### config.mk
export PLATFORM = sky130hd
export DESIGN_NAME = iosi_service_interrupt
export DESIGN_NICKNAME = d
export VERILOG_FILES = /design/src/iosi_pkg.sv /design/src/iosi_service_interrupt.sv
export SDC_FILE = /design/constraint.sdc
export NUM_CORES = 1
export LEC_CHECK = 0
export BUFFER_PORTS_ARGS = -buffer_cell sky130_fd_sc_hd__buf_2
export CORE_MARGIN = 4
export CORE_UTILIZATION = 50
export DETAILED_ROUTE_END_ITERATION = 10
export GPL_TIMING_DRIVEN = 0
export HOLD_SLACK_MARGIN = 0.08
export PLACE_DENSITY = 0.79
export SETUP_SLACK_MARGIN = 0.02
export SLEW_MARGIN = 25
export SYNTH_ARGS = -nofsm -noshare
export SYNTH_HDL_FRONTEND = slang
export SYNTH_SLANG_ARGS = --single-unit
### constraint.sdc
create_clock -name core_clk -period 5.3 [get_ports core_clk]
set_input_delay 0.265 -clock core_clk [delete_from_list [all_inputs] [get_ports core_clk]]
set_output_delay 0.265 -clock core_clk [all_outputs]
set_load 0.005 [all_outputs]
### src/iosi_pkg.sv
package iosi_pkg;

   // five-second transfer timer
   localparam int unsigned TIMER_SECONDS = 5;
   localparam longint unsigned CLK_HZ = 64'd250_000_000;
   localparam longint unsigned TIMER_CYCLES = TIMER_SECONDS * CLK_HZ;

   // selective clear codes (bits a,b,c as a 3-bit value, a is msb)
   localparam logic [2:0] CLR_TIME_XFER = 3'h1;
   localparam logic [2:0] CLR_PROG = 3'h0;
   localparam logic [2:0] CLR_CLEAR_IF = 3'h2;
   localparam logic [2:0] CLR_DATA_XFER = 3'h3;
   localparam logic [2:0] CLR_DEV_A = 3'h4;
   localparam logic [2:0] CLR_DEV_B = 3'h5;
   localparam logic [2:0] CLR_DEV_C = 3'h6;

   // interrupt status byte positions (status bit 8 + index)
   localparam int unsigned IST_DEV_A = 0;
   localparam int unsigned IST_DEV_B = 1;
   localparam int unsigned IST_DEV_C = 2;
   localparam int unsigned IST_DATA_XFER = 3;
   localparam int unsigned IST_CLEAR_IF = 4;
   localparam int unsigned IST_PROG = 5;
   localparam int unsigned IST_XFER_ERR = 6;
   localparam int unsigned IST_TIME_OUT = 7;

   localparam logic [7:0] IST_RESET = 8'h00;
   localparam logic [1:0] SEQ_COUNT_0 = 2'h0;
   localparam logic [1:0] SEQ_COUNT_3 = 2'h3;

   // control word strobe contents
   typedef struct packed {
      logic ctl_master_reset_bit;
      logic ctl_clear_all_bit;
      logic ctl_clear_sel_bit_a;
      logic ctl_clear_sel_bit_b;
      logic ctl_clear_sel_bit_c;
      logic ctl_data_int_bit;
      logic ctl_interrupt_enable_bit;
      logic ctl_timer_start_bit;
   } iosi_ctl_type;

   // jumper options
   typedef struct packed {
      logic opt_status11_request;
      logic opt_dev_int_a;
      logic opt_dev_int_b;
      logic opt_dev_int_c;
   } iosi_opt_type;

endpackage : iosi_pkg

### src/iosi_service_interrupt.sv
`timescale 1ns/1ps
// Operation
// - two-byte device end at count 3 zeroes low byte
// - second-byte device end: inhibit command, request service
// - forward device end only if more data
// - service requests only in channel programs
// - request low while any request flop set
// - acknowledge clears all four request flops
// - option lets status bit 11 set command request
// - eight interrupt sources, each own flop
// - latch channel transfer error interrupt
// - latch programmed and clear-interface interrupts
// - data interrupt on count 3 to 0 step
// - selective clear via decoder bits one-four
// - timer start bit runs five-second timer
// - start flop holds until written zero or reset
// - time-out sets status 15 and pending
// - three jumper-enabled device interrupts
// - inputs 8,9 leading edge, 10 trailing
// - pending whenever any source set
// - enable bit 14 gates request with pending
// - enable clears on zero, reset, poll accept
// - block new request while previous active
// - clear-all or master reset clears all sources
module iosi_service_interrupt #(
   parameter longint unsigned TIMER_COUNT = iosi_pkg::TIMER_CYCLES
) (
   // clock and reset
   input wire logic core_clk,
   input wire logic rst,
   input wire logic clk_en,
   // control word strobe
   input wire logic ctl_strobe,
   input wire iosi_pkg::iosi_ctl_type ctl_word,
   input wire iosi_pkg::iosi_opt_type opt,
   // sequence and transfer state
   input wire logic program_mode,
   input wire logic [1:0] seq_count,
   input wire logic two_byte_xfer,
   input wire logic more_data,
   input wire logic cmd_done,
   input wire logic data_in_ready,
   input wire logic data_out_ready,
   input wire logic xfer_finished,
   // device pins (asynchronous)
   input wire logic device_end_pin,
   input wire logic clear_interface_pin,
   input wire logic [3:0] dev_status_pin,
   // channel and command function
   input wire logic service_request_ack,
   input wire logic channel_transfer_error,
   input wire logic programmed_int_req,
   input wire logic interrupt_poll_accept_n,
   input wire logic master_clear_n,
   input wire logic interrupt_active,
   // outputs
   output logic service_request_n,
   output logic device_end_to_channel,
   output logic device_command_inhibit,
   output logic zero_low_byte,
   output logic interrupt_pending,
   output logic interrupt_request,
   output logic [7:0] interrupt_status
);
   import iosi_pkg::*;

   // counter replaces the one-shot; its length follows the clock rate, so a new clock needs a new count
   localparam int TW = $clog2(TIMER_COUNT + 1);

   // device pins pass three flops; a change counts once stages two and three agree
   logic [5:0] sync1_ff, sync2_ff, sync3_ff, pin_ff;
   logic [5:0] nxt_sync1, nxt_sync2, nxt_sync3, nxt_pin;
   logic command_request_ff, transfer_request_ff, data_request_ff;
   logic end_of_transfer_request_ff;
   logic nxt_cmd_rq, nxt_xfer_rq, nxt_data_rq, nxt_eot_rq;
   logic dev_end_ff, nxt_dev_end, zero_ff, nxt_zero, fwd_end_ff, nxt_fwd_end;
   logic [7:0] src_ff, nxt_src;
   logic start_ff, nxt_start, ien_ff, nxt_ien, timed_out_ff, nxt_timed_out;
   logic [TW-1:0] timer_ff, nxt_timer;
   logic [1:0] seq_prev_ff, nxt_seq_prev;
   logic [7:0] sel_clr;
   logic mreset, clr_all;
   logic ctl_word_data_int_ff, nxt_data_int;

   function automatic logic [7:0] decode_clear(input iosi_ctl_type c, input logic stb);
      logic [7:0] d;
      d = 8'h00;
      if (stb)
      begin
         // clear-all and master reset override whatever selective code rides along
         if (c.ctl_clear_all_bit || c.ctl_master_reset_bit)
            d = 8'hFF;
         else
         begin
            case ({c.ctl_clear_sel_bit_a, c.ctl_clear_sel_bit_b, c.ctl_clear_sel_bit_c})
               CLR_PROG: d[IST_PROG] = 1'b1;
               CLR_TIME_XFER:
               begin
                  // the time-out source only clears while the start bit is written zero
                  if (!c.ctl_timer_start_bit)
                     d[IST_TIME_OUT] = 1'b1;
                  d[IST_XFER_ERR] = 1'b1;
               end
               CLR_CLEAR_IF: d[IST_CLEAR_IF] = 1'b1;
               CLR_DATA_XFER: d[IST_DATA_XFER] = 1'b1;
               CLR_DEV_A: d[IST_DEV_A] = 1'b1;
               CLR_DEV_B: d[IST_DEV_B] = 1'b1;
               CLR_DEV_C: d[IST_DEV_C] = 1'b1;
               default: d = 8'h00;
            endcase
         end
      end
      return d;
   endfunction : decode_clear

   // master reset comes from the system pin or control bit 0; it outranks every set except the zero_low_byte and device_end_to_channel pulses
   assign mreset = !master_clear_n || (ctl_strobe && ctl_word.ctl_master_reset_bit);
   // clear-all empties the sources but leaves the timer start flop alone
   assign clr_all = ctl_strobe && ctl_word.ctl_clear_all_bit;
   assign sel_clr = decode_clear(ctl_word, ctl_strobe);

   // pin order: 0 device end, 1 clear interface, 2..5 status 8..11
   always_comb
   begin
      nxt_sync1 = {dev_status_pin, clear_interface_pin, device_end_pin};
      nxt_sync2 = sync1_ff;
      nxt_sync3 = sync2_ff;
      nxt_pin = pin_ff;
      for (int i = 0; i < 6; i++)
         if (sync2_ff[i] == sync3_ff[i])
            nxt_pin[i] = sync3_ff[i];
   end

   // service requests and device end
   always_comb
   begin
      logic dev_end_edge;
      dev_end_edge = nxt_pin[0] && !pin_ff[0];
      nxt_cmd_rq = command_request_ff;
      nxt_xfer_rq = transfer_request_ff;
      nxt_data_rq = data_request_ff;
      nxt_eot_rq = end_of_transfer_request_ff;
      nxt_dev_end = dev_end_ff;
      nxt_zero = 1'b0;
      nxt_fwd_end = 1'b0;
      if (service_request_ack)
      begin
         nxt_cmd_rq = 1'b0;
         nxt_xfer_rq = 1'b0;
         nxt_data_rq = 1'b0;
         nxt_eot_rq = 1'b0;
         nxt_dev_end = 1'b0;
      end
      // sets come after the acknowledge, so a request raised in the ack cycle survives
      if (program_mode)
      begin
         if (cmd_done || (opt.opt_status11_request && pin_ff[5]))
            nxt_cmd_rq = 1'b1;
         if (data_in_ready)
            nxt_data_rq = 1'b1;
         if (data_out_ready)
            nxt_xfer_rq = 1'b1;
         if (xfer_finished)
            nxt_eot_rq = 1'b1;
         if (dev_end_edge)
         begin
            nxt_dev_end = 1'b1;
            nxt_data_rq = 1'b1;
            if (two_byte_xfer && seq_count == SEQ_COUNT_3)
               nxt_zero = 1'b1;
            nxt_fwd_end = more_data;
         end
      end
      if (mreset)
      begin
         nxt_cmd_rq = 1'b0;
         nxt_xfer_rq = 1'b0;
         nxt_data_rq = 1'b0;
         nxt_eot_rq = 1'b0;
         nxt_dev_end = 1'b0;
      end
   end

   // interrupt sources, timer and enable
   always_comb
   begin
      logic [7:0] set_src;
      set_src = 8'h00;
      nxt_seq_prev = seq_count;
      nxt_start = start_ff;
      nxt_timer = timer_ff;
      nxt_timed_out = timed_out_ff;
      nxt_ien = ien_ff;
      if (ctl_strobe)
      begin
         nxt_start = ctl_word.ctl_timer_start_bit;
         nxt_ien = ctl_word.ctl_interrupt_enable_bit;
      end
      // restart needs the start flop to fall first, so the timer re-arms only from idle
      if (!start_ff)
      begin
         nxt_timer = '0;
         nxt_timed_out = 1'b0;
      end
      else if (timer_ff < TW'(TIMER_COUNT - 1))
         nxt_timer = timer_ff + TW'(1);
      else
         nxt_timed_out = 1'b1;
      set_src[IST_TIME_OUT] = start_ff && !timed_out_ff && nxt_timed_out;
      set_src[IST_XFER_ERR] = channel_transfer_error;
      set_src[IST_PROG] = programmed_int_req;
      set_src[IST_CLEAR_IF] = nxt_pin[1] && !pin_ff[1];
      set_src[IST_DATA_XFER] = ctl_word_data_int_ff && seq_prev_ff == SEQ_COUNT_3
                               && seq_count == SEQ_COUNT_0;
      // device inputs with their option off never set a source
      set_src[IST_DEV_A] = opt.opt_dev_int_a && nxt_pin[2] && !pin_ff[2];
      set_src[IST_DEV_B] = opt.opt_dev_int_b && nxt_pin[3] && !pin_ff[3];
      set_src[IST_DEV_C] = opt.opt_dev_int_c && !nxt_pin[4] && pin_ff[4];
      // a set arriving with its clear is kept
      nxt_src = (src_ff & ~sel_clr) | set_src;
      if (mreset)
      begin
         nxt_src = IST_RESET;
         nxt_start = 1'b0;
         nxt_ien = 1'b0;
      end
      else if (clr_all)
         nxt_src = set_src;
      if (!interrupt_poll_accept_n)
         nxt_ien = 1'b0;
   end

   // control bit 11 is held until the next strobe or master reset, so transfers meanwhile raise the data interrupt
   always_comb
   begin
      nxt_data_int = ctl_word_data_int_ff;
      if (ctl_strobe)
         nxt_data_int = ctl_word.ctl_data_int_bit;
      if (mreset)
         nxt_data_int = 1'b0;
   end

   // clk_en low freezes every flop, synchroniser stages included
   always_ff @(posedge core_clk)
   begin
      if (rst)
      begin
         sync1_ff <= '0;
         sync2_ff <= '0;
         sync3_ff <= '0;
         pin_ff <= '0;
         command_request_ff <= 1'b0;
         transfer_request_ff <= 1'b0;
         data_request_ff <= 1'b0;
         end_of_transfer_request_ff <= 1'b0;
         dev_end_ff <= 1'b0;
         zero_ff <= 1'b0;
         fwd_end_ff <= 1'b0;
         src_ff <= IST_RESET;
         start_ff <= 1'b0;
         ien_ff <= 1'b0;
         timed_out_ff <= 1'b0;
         timer_ff <= '0;
         seq_prev_ff <= SEQ_COUNT_0;
         ctl_word_data_int_ff <= 1'b0;
      end
      else if (clk_en)
      begin
         sync1_ff <= nxt_sync1;
         sync2_ff <= nxt_sync2;
         sync3_ff <= nxt_sync3;
         pin_ff <= nxt_pin;
         command_request_ff <= nxt_cmd_rq;
         transfer_request_ff <= nxt_xfer_rq;
         data_request_ff <= nxt_data_rq;
         end_of_transfer_request_ff <= nxt_eot_rq;
         dev_end_ff <= nxt_dev_end;
         zero_ff <= nxt_zero;
         fwd_end_ff <= nxt_fwd_end;
         src_ff <= nxt_src;
         start_ff <= nxt_start;
         ien_ff <= nxt_ien;
         timed_out_ff <= nxt_timed_out;
         timer_ff <= nxt_timer;
         seq_prev_ff <= nxt_seq_prev;
         ctl_word_data_int_ff <= nxt_data_int;
      end
   end

   assign service_request_n = !(command_request_ff || transfer_request_ff
                              || data_request_ff || end_of_transfer_request_ff);
   assign device_command_inhibit = dev_end_ff;
   assign device_end_to_channel = fwd_end_ff;
   assign zero_low_byte = zero_ff;
   assign interrupt_status = src_ff;
   assign interrupt_pending = |src_ff;
   // interrupt_active is the command function's busy flag, so a second request waits
   assign interrupt_request = ien_ff && interrupt_pending && !interrupt_active;

endmodule : iosi_service_interrupt

==> reports/qor.txt <==
Xor and xnor area share after synthesis: 0%
Post-CTS setup repair buffer count: 0
Final hold vios: 0
Grt total ovfl: 0
CTS tree: done
Vias after detailed routing: 3,469
Hold Buf Count CTS: 0
Vias in the first global route: 3,281
Clock root buffer: clkbuf_8
Seq cells post-synth: 76
Status: completed
Clk_skew: 0.00831 ns
Most frequent cells in the layout: dfxtp_1 (76), buf_2 (49), a21oi_1 (44), nor2_1 (41), nand2_1 (36)
Synth Area in Simple Gates: 26.4%
Worst R2R Path Depth: 8
Post-synth ARST share: 0%
Gr usage total: 21.2%
Layout area overhead: 15.6%
Startpoint class of the critical path: flip-flop
Cell taking the most area after synthesis: dfxtp_1
First-pass GRT wire length: 14.9 mm
Area of the multi-input gates: 1950 um2
Placed standard-cell area: 4000 um2
Top cells by area, synth: dfxtp_1 (42%), a21oi_1 (6.1%), mux2i_1 (5.5%), nor2_1 (4.2%), nand2_1 (3.7%)
Worst reg2reg path endpoint: timer_ff[0]$_SDFFE_PP0P_
Top delay family on crit path: simple AND/OR/NAND/NOR gates
Die Ht: 93.3 um
Syn Std Cell Area: 3630 um2
DRC: 0
Core Footprint: 6940 um2
GP Congestion: 0.885
Crit-path cells: or4b_1 -> and4bb_1 -> nand3_2 -> a21oi_4 -> buf_6 -> buf_6 -> o21ai_1 -> a21oi_1
Final setup fails: 0
Compound-Gate Fraction of Synth Area: 21.3%
Worst min-delay path class: input port to flip-flop
Leakage: 1.65 nW
Top-level I/O count: 51
Crit path kind: flip-flop to flip-flop
CP max stage delay: 0.56 ns
Post-Synth Adder-Cell Area: 0.344%
Die area: 8700 um2
Post-Synthesis Cells: 422
Slowest CP cell: or4b_1
Nets: 520
Worst-path fanout max: 10
PD cells: 264 nW/um2
Post-route clock period utilization: 44.6%
Crit end category: flip-flop
CP startpoint: timer_ff[24]$_SDFFE_PP0P_
Clk buf depth: 2
WL final: 8.97 mm
Non-filler cells, final: 583
Fin area: 4200 um2
Row count: 30
Max Slew Vio Count: 0
H-tree depth: 3
Pre-CTS setup slack: 2.99 ns
Worst-Margin Slew: 0.726 ns
Initial Utilization: 52.3%
Initial antenna violation count: 0
Crit path buf inv count: 2
Worst path most repeated cell: buf_6
Commonest non-fill, non-tap cell in the layout: dfxtp_1
Drt wl/cell: 15.4 um
Largest family of logic cells by synthesized area: simple AND/OR/NAND/NOR gates
IO Port Bufs: 49
WL met2: 4.51 mm
Max Fclk: 0.423 GHz
DR pass1 iterations: 5
# clock sinks: 76
# diodes: 0
Slew HR: 51.6%
PostCTS Resize Cnt: 0
Met3 routed WL: 402 um
Mux share of post-synthesis cell area: 5.51%
Req. time, crit path: 5.57 ns
Worst-path clk slew: 0.08 ns
Placed instance count: 567
Chip Width: 93.3 um
Share of cells above drive strength 1: 18.5%
Hpwl dp: 6.60 mm
Synth cell types: 61
Final min period: 2.36 ns
R2R Setup Slk: 2.94 ns
First DRT Iteration DRCs: 177
Worst vdd ir: 0.000157 V
CP Depth: 8
Final setup margin: 2.94 ns
Syn Nets: 460
FF+latch area: 1520 um2
# fillers: 615
Crit Reg-Reg Startpoint: timer_ff[24]$_SDFFE_PP0P_
Mapped Avg Cell Area: 8.61 um2
CTS Buf Count: 9
CP Capture Point: timer_ff[0]$_SDFFE_PP0P_
Max Cap Viol: 0
Seq/Total Area, Yosys: 41.9%
Top sig layer: met4
Skew-Pair Late Insertion Delay: 0.35 ns
Post-synth EDFFs: 0
Post-synth top area share: 41.9%
Vias per cell: 5.95
M1 wire length: 3.90 mm
Yosys warns: 0
RSZ-0062 raised after global routing: no
Top_reg_cell synth: dfxtp_1
CP arrival: 2.64 ns
Pin count of the biggest net entering global routing: 15
Setup TNS: 0 ns
Post-DRT Antenna Nets: 0
==> Yosys cell counts, types with 2 or more instances <==
cell      count
a21o_1       10
a21oi_1      44
a22oi_1       5
a32oi_1       6
and2_1        2
and2_2        2
and3_1        5
and3_2        3
and4_1        2
and4b_1       3
buf_1         2
buf_4         2
buf_6         4
clkbuf_1     13
dfxtp_1      76
inv_1        10
mux2i_1      20
nand2_1      36
nand3_1      11
nand3b_1      2
nand4_1      12
nand4b_1      2
nor2_1       41
nor3_1        3
nor4_1        4
o211ai_1      6
o21a_1        3
o21ai_0      26
o21ai_1       4
o31ai_1       8
or3_1        14
or4_1        11
or4_2         2
==> worst register-to-register path, delay by kind of cell, from the launching register on <==
kind,cells,cell delay (ns)
flops,1,0.36
compound gates,3,0.53
simple gates,3,1.07
buf+inv,2,0.34
==> layout make-up <==
cell class / count / share of cell area (%)
plain buffers: 22 / 3.07
inverters: 10 / 0.894
multi-input cells: 314 / 46.4
flip-flops and latches: 76 / 36.2
well taps: 96 / 2.86
clock inverters: 7 / 1.82
clock buffers: 9 / 2.95
repair buffers: 49 / 5.84
==> layer usage <==
layer	up-vias	GRT usage [%]
met5	-	0
met4	0	8.18
met3	17	3.14
met2	96	37.7
met1	1661	25.5
li1	1695	-
==> state kept, by name, indices dropped and copies added, names as in the netlist <==
| register | flops |
|---|---|
| transfer_request_ff | 1 |
| end_of_transfer_request_ff | 1 |
| command_request_ff | 1 |
| device_end_to_channel | 1 |
| data_request_ff | 1 |
| sync3_ff | 6 |
| nxt_sync2 | 6 |
| ien_ff | 1 |
| interrupt_status | 8 |
| zero_low_byte | 1 |
| device_command_inhibit | 1 |
| pin_ff | 6 |
| seq_prev_ff | 2 |
| start_ff | 1 |
| timer_ff | 31 |
| ctl_word_data_int_ff | 1 |
| nxt_sync3 | 6 |
| timed_out_ff | 1 |
==> worst min-delay path by stage <==
stage	endpoint	start	slack, ns	depth (start not counted)
2_1_floorplan	interrupt_status[5]$_SDFFE_PP0P_	programmed_int_req	0.40	2
3_3_place_gp	pin_ff[5]$_SDFFE_PP0P_	sync3_ff[5]$_SDFFE_PP0P_	0.45	2
3_5_place_dp	zero_low_byte$_SDFFE_PP0P_	zero_low_byte$_SDFFE_PP0P_	0.44	2
4_1_cts	nxt_sync2[3]$_SDFFE_PP0P_	dev_status_pin[1]	0.15	3
5_1_grt	interrupt_status[5]$_SDFFE_PP0P_	programmed_int_req	0.17	3
6_report	nxt_sync2[3]$_SDFFE_PP0P_	dev_status_pin[1]	0.15	3
==> where the power goes <==
group	switching, W	internal (W)
combinational	0.0000464	0.0000298
sequential	0.00000540	0.000578
clock	0.000227	0.000220
==> cells by family (layout without fill, tap and decap cells) <==
group,count (synthesis),after routing
AND/OR/NAND/NOR,170,170
AO/OA/AOI/OAI,123,123
flip-flops,76,76
buffers and inverters,32,97
multiplexers,20,20
adder cells (fa/ha/maj),1,1
==> per-stage QoR <==
stage,total power (W),hold WS (ns),utilization (%)
2_1_floorplan,0.000639,0.401,-
4_1_cts,0.00111,0.150,60.5
3_3_place_gp,0.000671,0.446,57.6
3_5_place_dp,0.000673,0.443,57.6
5_1_grt,0.00114,0.172,60.5
6_report,0.00111,0.154,60.5
No activity file was read; power rests on OpenSTA's default activity.
